==> src/hdl/amrc_pkg.sv <==
// constants and types for the converter mode and reset control block
package amrc_pkg;

   // ----------------------------------------
   // sampling modes (high pin first)
   // ----------------------------------------
   localparam logic [1:0] MODE_NORMAL = 2'h0;
   localparam logic [1:0] MODE_DOUBLE = 2'h1;
   localparam logic [1:0] MODE_QUAD = 2'h2;
   localparam logic [1:0] MODE_RSVD = 2'h3;

   // ----------------------------------------
   // per-mode ratios
   // ----------------------------------------
   localparam logic [7:0] OSR_NORMAL = 8'h80;
   localparam logic [7:0] OSR_DOUBLE = 8'h40;
   localparam logic [7:0] OSR_QUAD = 8'h20;
   localparam logic [8:0] MCK_NORMAL = 9'h100;
   localparam logic [8:0] MCK_DOUBLE = 9'h080;
   localparam logic [8:0] MCK_QUAD = 9'h040;
   // master clock edges per bit clock half period (ratio / 64)
   localparam logic [2:0] HALF_NORMAL = 3'h4;
   localparam logic [2:0] HALF_DOUBLE = 3'h2;
   localparam logic [2:0] HALF_QUAD = 3'h1;

   // ----------------------------------------
   // word length codes and bits dropped
   // ----------------------------------------
   localparam logic [1:0] WL_24 = 2'h0;
   localparam logic [1:0] WL_18 = 2'h1;
   localparam logic [1:0] WL_20 = 2'h2;
   localparam logic [1:0] WL_16 = 2'h3;
   localparam logic [3:0] DROP_24 = 4'h0;
   localparam logic [3:0] DROP_18 = 4'h6;
   localparam logic [3:0] DROP_20 = 4'h4;
   localparam logic [3:0] DROP_16 = 4'h8;

   // ----------------------------------------
   // framing, timing, reset values
   // ----------------------------------------
   localparam int SAMPLE_W = 24;
   localparam logic [5:0] LAST_BIT = 6'h3F;
   localparam logic [10:0] INIT_CYCLES = 11'h400;
   localparam logic [15:0] LFSR_SEED = 16'hACE1;
   localparam logic [23:0] SAT_POS = 24'h7FFFFF;

   typedef enum logic [1:0] {ST_PWRDN, ST_INIT, ST_RUN, ST_HALT} amrc_state_t;

   typedef struct packed {
      logic [1:0] mode;
      logic low_delay;
      logic [1:0] wl;
   } amrc_cfg_t;

endpackage

==> src/hdl/amrc_top.sv <==
// sampling-mode decode, reset/power-down and serial port clocking
`timescale 1ns/1ns
module amrc_top import amrc_pkg::*; (
   // clock and reset
   input wire logic CLK_SYS_IN,
   input wire logic RSTN_IN,
   // master clock level, sampled
   input wire logic MASTER_CLOCK_IN,
   // static control pins
   input wire logic RATE_MODE_SEL_HI_IN,
   input wire logic RATE_MODE_SEL_LO_IN,
   input wire logic FILTER_RESPONSE_SEL_IN,
   input wire logic [1:0] WORD_LEN_SEL_IN,
   input wire logic SAMPLE_OUTPUT_ENABLE_IN,
   // samples from the decimator
   input wire logic [23:0] SAMPLE_LEFT_IN,
   input wire logic [23:0] SAMPLE_RIGHT_IN,
   // serial port
   output logic DATA_OUT,
   output logic BCK_OUT,
   output logic LRCK_OUT,
   output logic SAMPLE_TAKE_OUT,
   // status and mode settings
   output logic POWER_DOWN_OUT,
   output logic INIT_BUSY_OUT,
   output logic MODE_ERR_OUT,
   output logic [1:0] MODE_OUT,
   output logic [7:0] OSR_OUT,
   output logic [8:0] MCK_RATIO_OUT,
   output logic LOW_DELAY_FILT_OUT
);

   // ----------------------------------------
   // helpers
   // ----------------------------------------
   function automatic logic [23:0] reduce(input logic [23:0] s, input logic [1:0] wl,
                                          input logic [15:0] rnd);
      logic [3:0] drop;
      logic [23:0] mask;
      logic [24:0] sum;
      logic [23:0] r;
      unique case (wl)
         WL_18: drop = DROP_18;
         WL_20: drop = DROP_20;
         WL_16: drop = DROP_16;
         WL_24: drop = DROP_24;
      endcase
      mask = ~(24'hFFFFFF << drop);
      sum = {1'h0, s} + {1'h0, {8'h00, rnd} & mask};
      // adding a non-negative dither can only overflow upward
      if (!s[23] && sum[23]) begin
         r = SAT_POS;
      end else begin
         r = sum[23:0];
      end
      return r & ~mask;
   endfunction

   // ----------------------------------------
   // reset synchroniser
   // ----------------------------------------
   logic rst_s1_q;
   logic rst_n;

   always_ff @(posedge CLK_SYS_IN or negedge RSTN_IN) begin
      if (!RSTN_IN) begin
         rst_s1_q <= 1'h0;
         rst_n <= 1'h0;
      end else begin
         rst_s1_q <= 1'h1;
         rst_n <= rst_s1_q;
      end
   end

   // ----------------------------------------
   // control state
   // ----------------------------------------
   amrc_state_t state_q, state_d;
   amrc_cfg_t cfg_q, cfg_d;
   logic [10:0] init_cnt_q, init_cnt_d;
   logic pd_d, busy_d, err_d, lowd_d;
   logic [7:0] osr_d;
   logic [8:0] mck_d;

   always_comb begin
      state_d = state_q;
      cfg_d = cfg_q;
      init_cnt_d = init_cnt_q;
      unique case (state_q)
         ST_PWRDN: begin
            cfg_d.mode = {RATE_MODE_SEL_HI_IN, RATE_MODE_SEL_LO_IN};
            cfg_d.low_delay = FILTER_RESPONSE_SEL_IN;
            cfg_d.wl = WORD_LEN_SEL_IN;
            if (cfg_d.mode == MODE_QUAD) begin
               cfg_d.low_delay = 1'h1;
            end
            init_cnt_d = 11'h000;
            state_d = ST_INIT;
         end
         ST_INIT: begin
            init_cnt_d = init_cnt_q + 11'h001;
            if (init_cnt_q == INIT_CYCLES - 11'h001) begin
               state_d = (cfg_q.mode == MODE_RSVD) ? ST_HALT : ST_RUN;
            end
         end
         ST_RUN: state_d = ST_RUN;
         ST_HALT: state_d = ST_HALT;
      endcase
      pd_d = 1'h0;
      busy_d = (state_d == ST_INIT);
      err_d = (state_d == ST_HALT);
      lowd_d = cfg_d.low_delay;
      unique case (cfg_d.mode)
         MODE_DOUBLE: begin
            osr_d = OSR_DOUBLE;
            mck_d = MCK_DOUBLE;
         end
         MODE_QUAD: begin
            osr_d = OSR_QUAD;
            mck_d = MCK_QUAD;
         end
         default: begin
            osr_d = OSR_NORMAL;
            mck_d = MCK_NORMAL;
         end
      endcase
   end

   always_ff @(posedge CLK_SYS_IN or negedge rst_n) begin
      if (!rst_n) begin
         state_q <= ST_PWRDN;
         cfg_q <= '0;
         init_cnt_q <= 11'h000;
         POWER_DOWN_OUT <= 1'h1;
         INIT_BUSY_OUT <= 1'h0;
         MODE_ERR_OUT <= 1'h0;
         MODE_OUT <= MODE_NORMAL;
         OSR_OUT <= 8'h00;
         MCK_RATIO_OUT <= 9'h000;
         LOW_DELAY_FILT_OUT <= 1'h0;
      end else begin
         state_q <= state_d;
         cfg_q <= cfg_d;
         init_cnt_q <= init_cnt_d;
         POWER_DOWN_OUT <= pd_d;
         INIT_BUSY_OUT <= busy_d;
         MODE_ERR_OUT <= err_d;
         MODE_OUT <= cfg_d.mode;
         OSR_OUT <= osr_d;
         MCK_RATIO_OUT <= mck_d;
         LOW_DELAY_FILT_OUT <= lowd_d;
      end
   end

   // ----------------------------------------
   // serial port clocking and data
   // ----------------------------------------
   logic mck_q, mck_d2;
   logic [2:0] edge_cnt_q, edge_cnt_d;
   logic [5:0] bit_cnt_q, bit_cnt_d;
   logic [63:0] sh_q, sh_d;
   logic [15:0] lfsr_q, lfsr_d;
   logic bck_d, lrck_d, take_d;
   logic active;
   logic [2:0] half;

   always_comb begin
      mck_d2 = MASTER_CLOCK_IN;
      // outputs low unless running and enabled
      active = (state_q == ST_RUN) && SAMPLE_OUTPUT_ENABLE_IN;
      unique case (cfg_q.mode)
         MODE_DOUBLE: half = HALF_DOUBLE;
         MODE_QUAD: half = HALF_QUAD;
         default: half = HALF_NORMAL;
      endcase
      edge_cnt_d = edge_cnt_q;
      bit_cnt_d = bit_cnt_q;
      sh_d = sh_q;
      lfsr_d = lfsr_q;
      bck_d = BCK_OUT;
      take_d = 1'h0;
      if (!active) begin
         edge_cnt_d = 3'h0;
         bit_cnt_d = LAST_BIT;
         sh_d = '0;
         bck_d = 1'h0;
      end else if (mck_q != MASTER_CLOCK_IN) begin
         if (edge_cnt_q == half - 3'h1) begin
            edge_cnt_d = 3'h0;
            bck_d = ~BCK_OUT;
            if (BCK_OUT) begin
               // data changes on falling bit clock
               bit_cnt_d = bit_cnt_q + 6'h01;
               if (bit_cnt_q == LAST_BIT) begin
                  sh_d = {reduce(SAMPLE_LEFT_IN, cfg_q.wl, lfsr_q), 8'h00,
                          reduce(SAMPLE_RIGHT_IN, cfg_q.wl, {lfsr_q[7:0], lfsr_q[15:8]}),
                          8'h00};
                  lfsr_d = {lfsr_q[14:0], lfsr_q[15] ^ lfsr_q[13] ^ lfsr_q[12] ^ lfsr_q[10]};
                  take_d = 1'h1;
               end else begin
                  sh_d = {sh_q[62:0], 1'h0};
               end
            end
         end else begin
            edge_cnt_d = edge_cnt_q + 3'h1;
         end
      end
      // left slot while word clock high
      lrck_d = active & ~bit_cnt_d[5];
   end

   always_ff @(posedge CLK_SYS_IN or negedge rst_n) begin
      if (!rst_n) begin
         mck_q <= 1'h0;
         edge_cnt_q <= 3'h0;
         bit_cnt_q <= LAST_BIT;
         sh_q <= '0;
         lfsr_q <= LFSR_SEED;
         BCK_OUT <= 1'h0;
         LRCK_OUT <= 1'h0;
         DATA_OUT <= 1'h0;
         SAMPLE_TAKE_OUT <= 1'h0;
      end else begin
         mck_q <= mck_d2;
         edge_cnt_q <= edge_cnt_d;
         bit_cnt_q <= bit_cnt_d;
         sh_q <= sh_d;
         lfsr_q <= lfsr_d;
         BCK_OUT <= bck_d;
         LRCK_OUT <= lrck_d;
         DATA_OUT <= active & sh_d[63];
         SAMPLE_TAKE_OUT <= take_d;
      end
   end

   // ----------------------------------------
   // checks
   // ----------------------------------------
   property p_init_after_release;
      @(posedge CLK_SYS_IN) $rose(rst_n) |-> ##[1:2] INIT_BUSY_OUT;
   endproperty
   a_init_after_release: assert property (p_init_after_release) else $error("no init");

   property p_no_power_down;
      @(posedge CLK_SYS_IN) disable iff (!rst_n) $past(rst_n) |-> !POWER_DOWN_OUT;
   endproperty
   a_no_power_down: assert property (p_no_power_down) else $error("power-down stuck");

   property p_quiet_init;
      @(posedge CLK_SYS_IN) disable iff (!rst_n)
         INIT_BUSY_OUT |-> !DATA_OUT && !BCK_OUT && !LRCK_OUT;
   endproperty
   a_quiet_init: assert property (p_quiet_init) else $error("port active in init");

   property p_enable_low;
      @(posedge CLK_SYS_IN) disable iff (!rst_n)
         !SAMPLE_OUTPUT_ENABLE_IN |=> !DATA_OUT && !BCK_OUT && !LRCK_OUT;
   endproperty
   a_enable_low: assert property (p_enable_low) else $error("port active while disabled");

   property p_wl16;
      @(posedge CLK_SYS_IN) disable iff (!rst_n)
         SAMPLE_TAKE_OUT && cfg_q.wl == WL_16 |-> sh_q[47:40] == 8'h00;
   endproperty
   a_wl16: assert property (p_wl16) else $error("16-bit word not truncated");

   property p_no_reserved_run;
      @(posedge CLK_SYS_IN) disable iff (!rst_n) state_q == ST_RUN |-> MODE_OUT != MODE_RSVD;
   endproperty
   a_no_reserved_run: assert property (p_no_reserved_run) else $error("reserved mode ran");

   property p_normal_ratio;
      @(posedge CLK_SYS_IN) disable iff (!rst_n) state_q == ST_RUN && MODE_OUT == MODE_NORMAL
         |-> OSR_OUT == 8'h80 && MCK_RATIO_OUT == 9'h100;
   endproperty
   a_normal_ratio: assert property (p_normal_ratio) else $error("normal ratios wrong");

   property p_double_ratio;
      @(posedge CLK_SYS_IN) disable iff (!rst_n) MODE_OUT == MODE_DOUBLE && !INIT_BUSY_OUT
         |-> OSR_OUT == 8'h40 && MCK_RATIO_OUT == 9'h080;
   endproperty
   a_double_ratio: assert property (p_double_ratio) else $error("double ratios wrong");

   property p_quad_ratio;
      @(posedge CLK_SYS_IN) disable iff (!rst_n) MODE_OUT == MODE_QUAD
         |-> OSR_OUT == 8'h20 && MCK_RATIO_OUT == 9'h040 && LOW_DELAY_FILT_OUT;
   endproperty
   a_quad_ratio: assert property (p_quad_ratio) else $error("quad settings wrong");

   property p_lrck_on_fall;
      @(posedge CLK_SYS_IN) disable iff (!rst_n)
         $changed(LRCK_OUT) && $past(active) && active |-> $fell(BCK_OUT);
   endproperty
   a_lrck_on_fall: assert property (p_lrck_on_fall) else $error("word clock off edge");

   property p_cfg_static;
      @(posedge CLK_SYS_IN) disable iff (!rst_n) state_q != ST_PWRDN |=> $stable(cfg_q);
   endproperty
   a_cfg_static: assert property (p_cfg_static) else $error("config changed");

endmodule

==> config.mk <==
export PLATFORM = sky130hd
export DESIGN_NAME = amrc_top
export DESIGN_NICKNAME = d
export VERILOG_FILES = /design/src/hdl/amrc_pkg.sv /design/src/hdl/amrc_top.sv
export SDC_FILE = /design/constraint.sdc
export NUM_CORES = 1
export LEC_CHECK = 0
export BUFFER_PORTS_ARGS = -buffer_cell sky130_fd_sc_hd__buf_2
export CAP_MARGIN = 20
export CORE_MARGIN = 5
export CORE_UTILIZATION = 54
export CTS_BUF_LIST = sky130_fd_sc_hd__clkbuf_16
export CTS_CLUSTER_DIAMETER = 40
export CTS_CLUSTER_SIZE = 14
export DETAILED_ROUTE_END_ITERATION = 16
export GPL_TIMING_DRIVEN = 0
export PLACE_DENSITY = 0.81
export SLEW_MARGIN = 20
export SYNTH_ARGS = -nofsm -noshare
export SYNTH_HDL_FRONTEND = slang
export SYNTH_SLANG_ARGS = --single-unit
==> constraint.sdc <==
create_clock -name CLK_SYS_IN -period 3.4 [get_ports CLK_SYS_IN]
set_clock_uncertainty 0.1 [all_clocks]
set_input_delay 0.51 -clock CLK_SYS_IN [delete_from_list [all_inputs] [get_ports CLK_SYS_IN]]
set_output_delay 0.51 -clock CLK_SYS_IN [all_outputs]
set_load 0.02 [all_outputs]
==> flow_summary.yaml, run 1 <==
power:
  p_sw_share_pct: 24.6
  intPower_mw: 2.60
  switching_power_mw: 0.850
  clockPowerShare_pct: 49.8
  peakVddDrop_uv: 321
  leakage_nw: 4.16
  p_comb_share_pct: 9.2
  p_seq_share_pct: 40.9
  power_density_nw_per_um2: 398
die:
  die_w_um: 126
  die_h_um: 126
  rows: 42
  start_util_pct: 55.1
  io-pin-count: 84
  fp.coreArea_um2: 13300
  die-area_um2: 16000
min_path:
  hp-class: "flop to asynchronous set/reset pin"
global_route:
  overflow: 0
  grt_max_degree: 58
  grt_pass1_wl_mm: 29.5
  grtUsageTotal_pct: 22.7
  grt_pass1_vias: 5922
  antenna_found_initial: 0
placed_design:
  dpl.hpwl_mm: 12.9
  io_buffers: 72
  dp_cells: 1055
  place_area_um2: 8050
  gp_congestion: 0.940
routing:
  routed_wirelength_mm: 18.1
  vias_per_cell: 5.80
  drt_iter0_markers: 605
  drtPass1Iterations: 5
  ant_nets: 0
  wl_per_cell_um: 16.6
  vias: 6330
  drc: 0
worst_setup_path:
  crit_required_ns: 3.60
  critPathCaptureType: "flop"
  arrival_ns: 3.43
  cp-start-kind: "flop"
  critPathMaxFanout: 7
  crit_type: "flop to flop"
  r2r_cells: 11
synth:
  syn_avg_cell_area_um2: 9.37
  synth-main-ff-cell: "dfrtp_1"
  synth_area_um2: 7320
  ys_seq_area_share_pct: 40.6
  syn_inst: 782
  synth_edf_count: 0
  synthArstFlopShare_pct: 100
  ys_seq_elements: 118
  yosysWarnings: 0
  ys_types: 69
sta:
  final.min_clock_period_ns: 3.23
  slew_violations: 0
  finalCritPeriodShare_pct: 95.0
  max_freq_mhz: 310
  fin_setup_tns_ns: 0
  worst_pin_slew_ns: 0.583
  grt_setup_unrepaired: "false"
  maxSlewHeadroom_pct: 60.6
  finalSetupViolations: 0
  hold_violations: 0
clock_tree:
  h-tree-depth: 4
  tritoncts: "yes"
  cts_root_buf: "clkbuf_16"
  clock-sinks: 118
  cts-buffers-inserted: 17
  insertion_delay_ns: 0.42
  cts_max_path_buffers: 2
  clk_pin_slew_ns: 0.05
layout:
  fillers: 1094
  area_delta_synth_final_pct: 18.2
  instances_no_fill: 1091
  fin_util_pct: 65.1
  drive_gt1_share_pct: 21.5
  seq_area_um2: 2980
  multi_input_area_um2: 4080
  diodes: 0
  fin_nets: 996
  final_area_um2: 8660
outcome:
  status: "finished clean"
job:
  maxCapViolCount: 0
-- worst max-delay path: stages (launching register included) --
cell and delay, ns:
dfrtp_1 0.50, nor2_4 0.19, nor2b_1 0.09, ha_1 0.21, fa_1 0.44, a211oi_2 0.23
o21ai_2 0.14, o2111ai_1 0.29, a31oi_2 0.25, a31o_2 0.31, a21o_1 0.17, a22o_1 0.20
-- synth_stat cells (16+ instances only) --
cell	n	share of area (%)
nand2_1	117	6.0
dfrtp_1	103	35
a21oi_1	56	3.8
nor2_1	43	2.2
o21ai_0	37	2.5
ha_1	35	6.0
xor2_1	29	3.5
xnor2_1	22	2.6
a22o_1	21	2.5
buf_4	21	2.2
inv_1	17	0.87
nor2b_1	16	1.4
-- power by group through the flow --
stage	combinational [mW]	clock, mW	sequential [mW]
CTS	0.310	1.74	1.41
global route	0.352	1.80	1.41
global placement	0.269	0	1.46
finish	0.319	1.72	1.41
floorplan	0.193	0	1.45
detailed placement	0.307	0	1.44
-- cell type report --
type                    instances  area share, %
flip-flops and latches        118           34.4
well taps                     176           2.54
repair buffers                 78           5.17
multi-input cells             620           47.1
plain buffers                  50           3.60
clock inverters                15           1.62
clock buffers                  17           4.91
inverters                      17          0.737
-- state kept, by name, indices dropped and copies added, names as in the netlist --
signal	flops
state_q	2
MODE_ERR_OUT	1
SAMPLE_TAKE_OUT	1
cfg_q	5
BCK_OUT	1
LRCK_OUT	1
init_cnt_q	11
INIT_BUSY_OUT	1
rst_s1_q	1
OSR_OUT	3
rst_n	1
mck_q	1
bit_cnt_q	6
edge_cnt_q	3
sh_q	63
lfsr_q	16
POWER_DOWN_OUT	1
-- cells by family (layout without fill, tap and decap cells) --
logic type | Yosys count | count (layout) | synth area share [%]
DFF | 118 | 118 | 40.6
and+or+nand+nor | 274 | 274 | 18.1
xor gates and xnor gates | 51 | 51 | 6.10
AOI/OAI and AO/OA | 221 | 221 | 21.7
buffers and inverters | 67 | 177 | 5.11
muxes | 12 | 12 | 1.78
adders and majority gates | 37 | 37 | 6.53
other | 2 | 25 | 0.103
-- routing by layer --
| metal | global-route usage, % | part of all wire (%) | wire length (um) | vias to the layer above |
|---|---|---|---|---|
| met5 | 0 | 0 | 0 | - |
| met4 | 7.26 | 2.0 | 360 | 0 |
| met3 | 5.04 | 7.1 | 1280 | 35 |
| met2 | 34.7 | 46 | 8370 | 234 |
| met1 | 32.3 | 45 | 8100 | 3026 |
| li1 | - | - | - | 3035 |
-- cells in the final DEF, fill, tap and decap left out, types with 9 or more instances in the layout --
master and n:
a21oi_1 55, o211ai_1 14, nor2b_1 16, nor2_1 42
xor2_1 29, a221o_1 9, inv_1 19, nand3_1 14
conb_1 25, buf_4 24, o221ai_1 9, clkbuf_16 17
a22o_1 21, or3_1 11, dfrtp_1 102, nand4_1 12
clkbuf_1 14, nand2b_1 11, dfstp_2 15, xnor2_1 22
a21o_1 15, nand2_1 117, ha_1 35, nor3_1 13
and3_1 14, o21ai_0 36, buf_2 82
-- path summary, 6_finish.rpt --
check | start | slack, ns | endpoint
hold / removal | rst_n | 0.03 | cfg_q[0]
setup / recovery | cfg_q[0] | 0.17 | sh_q[24]
min in group CLK_SYS_IN | MASTER_CLOCK_IN | 0.14 | mck_q
max in group asynchronous | rst_n | 2.63 | bit_cnt_q[5]
setup reg to reg | cfg_q[0] | 0.17 | sh_q[24]
hold reg to reg | rst_n | 0.03 | cfg_q[0]
-- timing repair --
action	4_1_cts	5_1_grt
endpoints found under the setup margin	4	24
hold endpoints to repair	2	0
resized for setup	2	4
pin swaps	0	1
setup buffers	0	3
hold buffers	1	0
gates cloned	0	0
-- through the flow --
step | hold slack (ns) | setup WS (ns) | power, mW
after global placement | 0.195 | -0.121 | 1.73
after floorplan | 0.114 | 0.393 | 1.65
final | 0.0319 | 0.169 | 3.45
after CTS | 0.0335 | 0.0653 | 3.46
after detailed placement | 0.0286 | -0.171 | 1.74
after global routing | 0.0407 | 0.0225 | 3.57
Power figures use the tool's default switching activity.
==> inputs of run 2 (changes only) <==
RECOVER_POWER = 100   (was default)
==> flow_summary.yaml, run 2 (synthesis results as in run 1) <==
outcome:
  status: "finished, violations left"
  violations: "hold timing"
power:
  power_density_nw_per_um2: 403
  leakage_nw: 4.06
  p_comb_share_pct: 9.0
  p_seq_share_pct: 41.0
  p_sw_share_pct: 24.6
  intPower_mw: 2.59
  clockPowerShare_pct: 50.0
  peakVddDrop_uv: 321
  switching_power_mw: 0.846
worst_setup_path:
  cp-start-kind: "flop"
  crit_type: "flop to flop"
  r2r_cells: 11
  arrival_ns: 3.50
  critPathCaptureType: "flop"
  critPathMaxFanout: 7
  crit_required_ns: 3.60
routing:
  drtPass1Iterations: 5
  routed_wirelength_mm: 18.1
  drt_iter0_markers: 617
  wl_per_cell_um: 16.6
  vias_per_cell: 5.82
  drc: 0
  ant_nets: 0
  vias: 6349
clock_tree:
  h-tree-depth: 4
  clk_pin_slew_ns: 0.05
  clock-sinks: 118
  cts-buffers-inserted: 17
  cts_max_path_buffers: 2
  tritoncts: "yes"
  cts_root_buf: "clkbuf_16"
  insertion_delay_ns: 0.42
sta:
  finalSetupViolations: 0
  fin_setup_tns_ns: 0
  max_freq_mhz: 304
  hold_violations: 1
  worst_pin_slew_ns: 1.47
  maxSlewHeadroom_pct: 2.16
  final.min_clock_period_ns: 3.29
  slew_violations: 0
  hold_slack_ns: -0.0537
  finalCritPeriodShare_pct: 96.9
  setup_ws_ns: 0.106
  grt_setup_unrepaired: "false"
die:
  io-pin-count: 84
  fp.coreArea_um2: 13300
  die_h_um: 126
  die-area_um2: 16000
  die_w_um: 126
  rows: 42
  start_util_pct: 55.1
placed_design:
  dp_slack_ns: -0.171
  place_area_um2: 8050
  dpl.hpwl_mm: 12.9
  io_buffers: 72
  gp_congestion: 0.940
global_route:
  antenna_found_initial: 0
  overflow: 0
  grtUsageTotal_pct: 22.7
  grt_pass1_vias: 5922
  grt_pass1_wl_mm: 29.5
  grt_max_degree: 58
layout:
  largest_reg_flops: 63
  fin_util_pct: 64.2
  fin_nets: 996
  final_common_cell: "nand2_1"
  drive_gt1_share_pct: 18.1
  regMostFlops: "sh_q"
  diodes: 0
  final_area_um2: 8540
  largestRegisters: "sh_q x63, lfsr_q x16, init_cnt_q x11"
  area_delta_synth_final_pct: 16.6
  final_cell_mix: "nand2_1 (117), dfrtp_1 (103), buf_2 (60)"
min_path:
  hp-class: "flop to asynchronous set/reset pin"
job:
  maxCapViolCount: 0
[run 2: cell count changes in the layout (fill, tap and decap cells not counted), sizes merged]
cell / change
clkbuf: +24
buf: -24
[run 2: worst max-delay path, cell delays in order, from the launching register on]
cell       delay (ns)
dfrtp_1          0.50
nor2_4           0.19
nor2b_1          0.09
ha_1             0.21
fa_1             0.43
a211oi_1         0.27
o21ai_2          0.15
o2111ai_1        0.31
a31oi_2          0.25
a31o_2           0.31
a21o_1           0.17
a22o_1           0.20
[run 2: cell type report]
cell class,instances,area [um^2]
Timing Repair Buffer,78,380
Multi-Input combinational cell,620,4030
Fill cell,1125,4760
Clock buffer,17,425
Sequential cell,118,2970
Inverter,17,63.8
Clock inverter,15,140
Buffer,50,308
Tap cell,176,220
[run 2: what timing repair did]
action                                 CTS  global route
endpoints found under the hold margin    2             0
hold buffers                             1             0
setup buffers                            0             3
pin swaps                                0             1
setup endpoints to repair                4            24
cloned                                   0             0
gates resized for setup                  2             4
[run 2: per-stage QoR]
stage / cells / power (mW)
after global placement: 1053 / 1.73
after global routing: 1091 / 3.56
after detailed placement: 1055 / 1.74
after CTS: 1088 / 3.46
final: 1091 / 3.44
after floorplan: 805 / 1.65
[run 2: routing by layer]
metal / global-route usage, % / share of wire (%) / vias up
li1: - / - / 3035
met1: 32.3 / 44 / 3034
met2: 34.7 / 46 / 239
met3: 5.04 / 7.6 / 41
met4: 7.26 / 2.0 / 0
met5: 0 / 0 / -
[run 2: path summary, 6_finish.rpt]
path	start	endpoint	slack (ns)
min in group CLK_SYS_IN	MASTER_CLOCK_IN	mck_q	0.16
worst min-delay path	rst_n	cfg_q[0]	-0.05
worst max register to register	cfg_q[0]	sh_q[24]	0.11
worst max-delay path	cfg_q[0]	sh_q[24]	0.11
worst min register to register	rst_n	cfg_q[0]	-0.05
max in group asynchronous	rst_n	sh_q[58]	1.62
[run 2: power by group through the flow]
stage	combinational (mW)	clock (mW)	sequential (mW)
2_1_floorplan	0.193	0	1.45
3_3_place_gp	0.269	0	1.46
3_5_place_dp	0.307	0	1.44
4_1_cts	0.310	1.74	1.41
5_1_grt	0.344	1.80	1.41
6_report	0.310	1.72	1.41
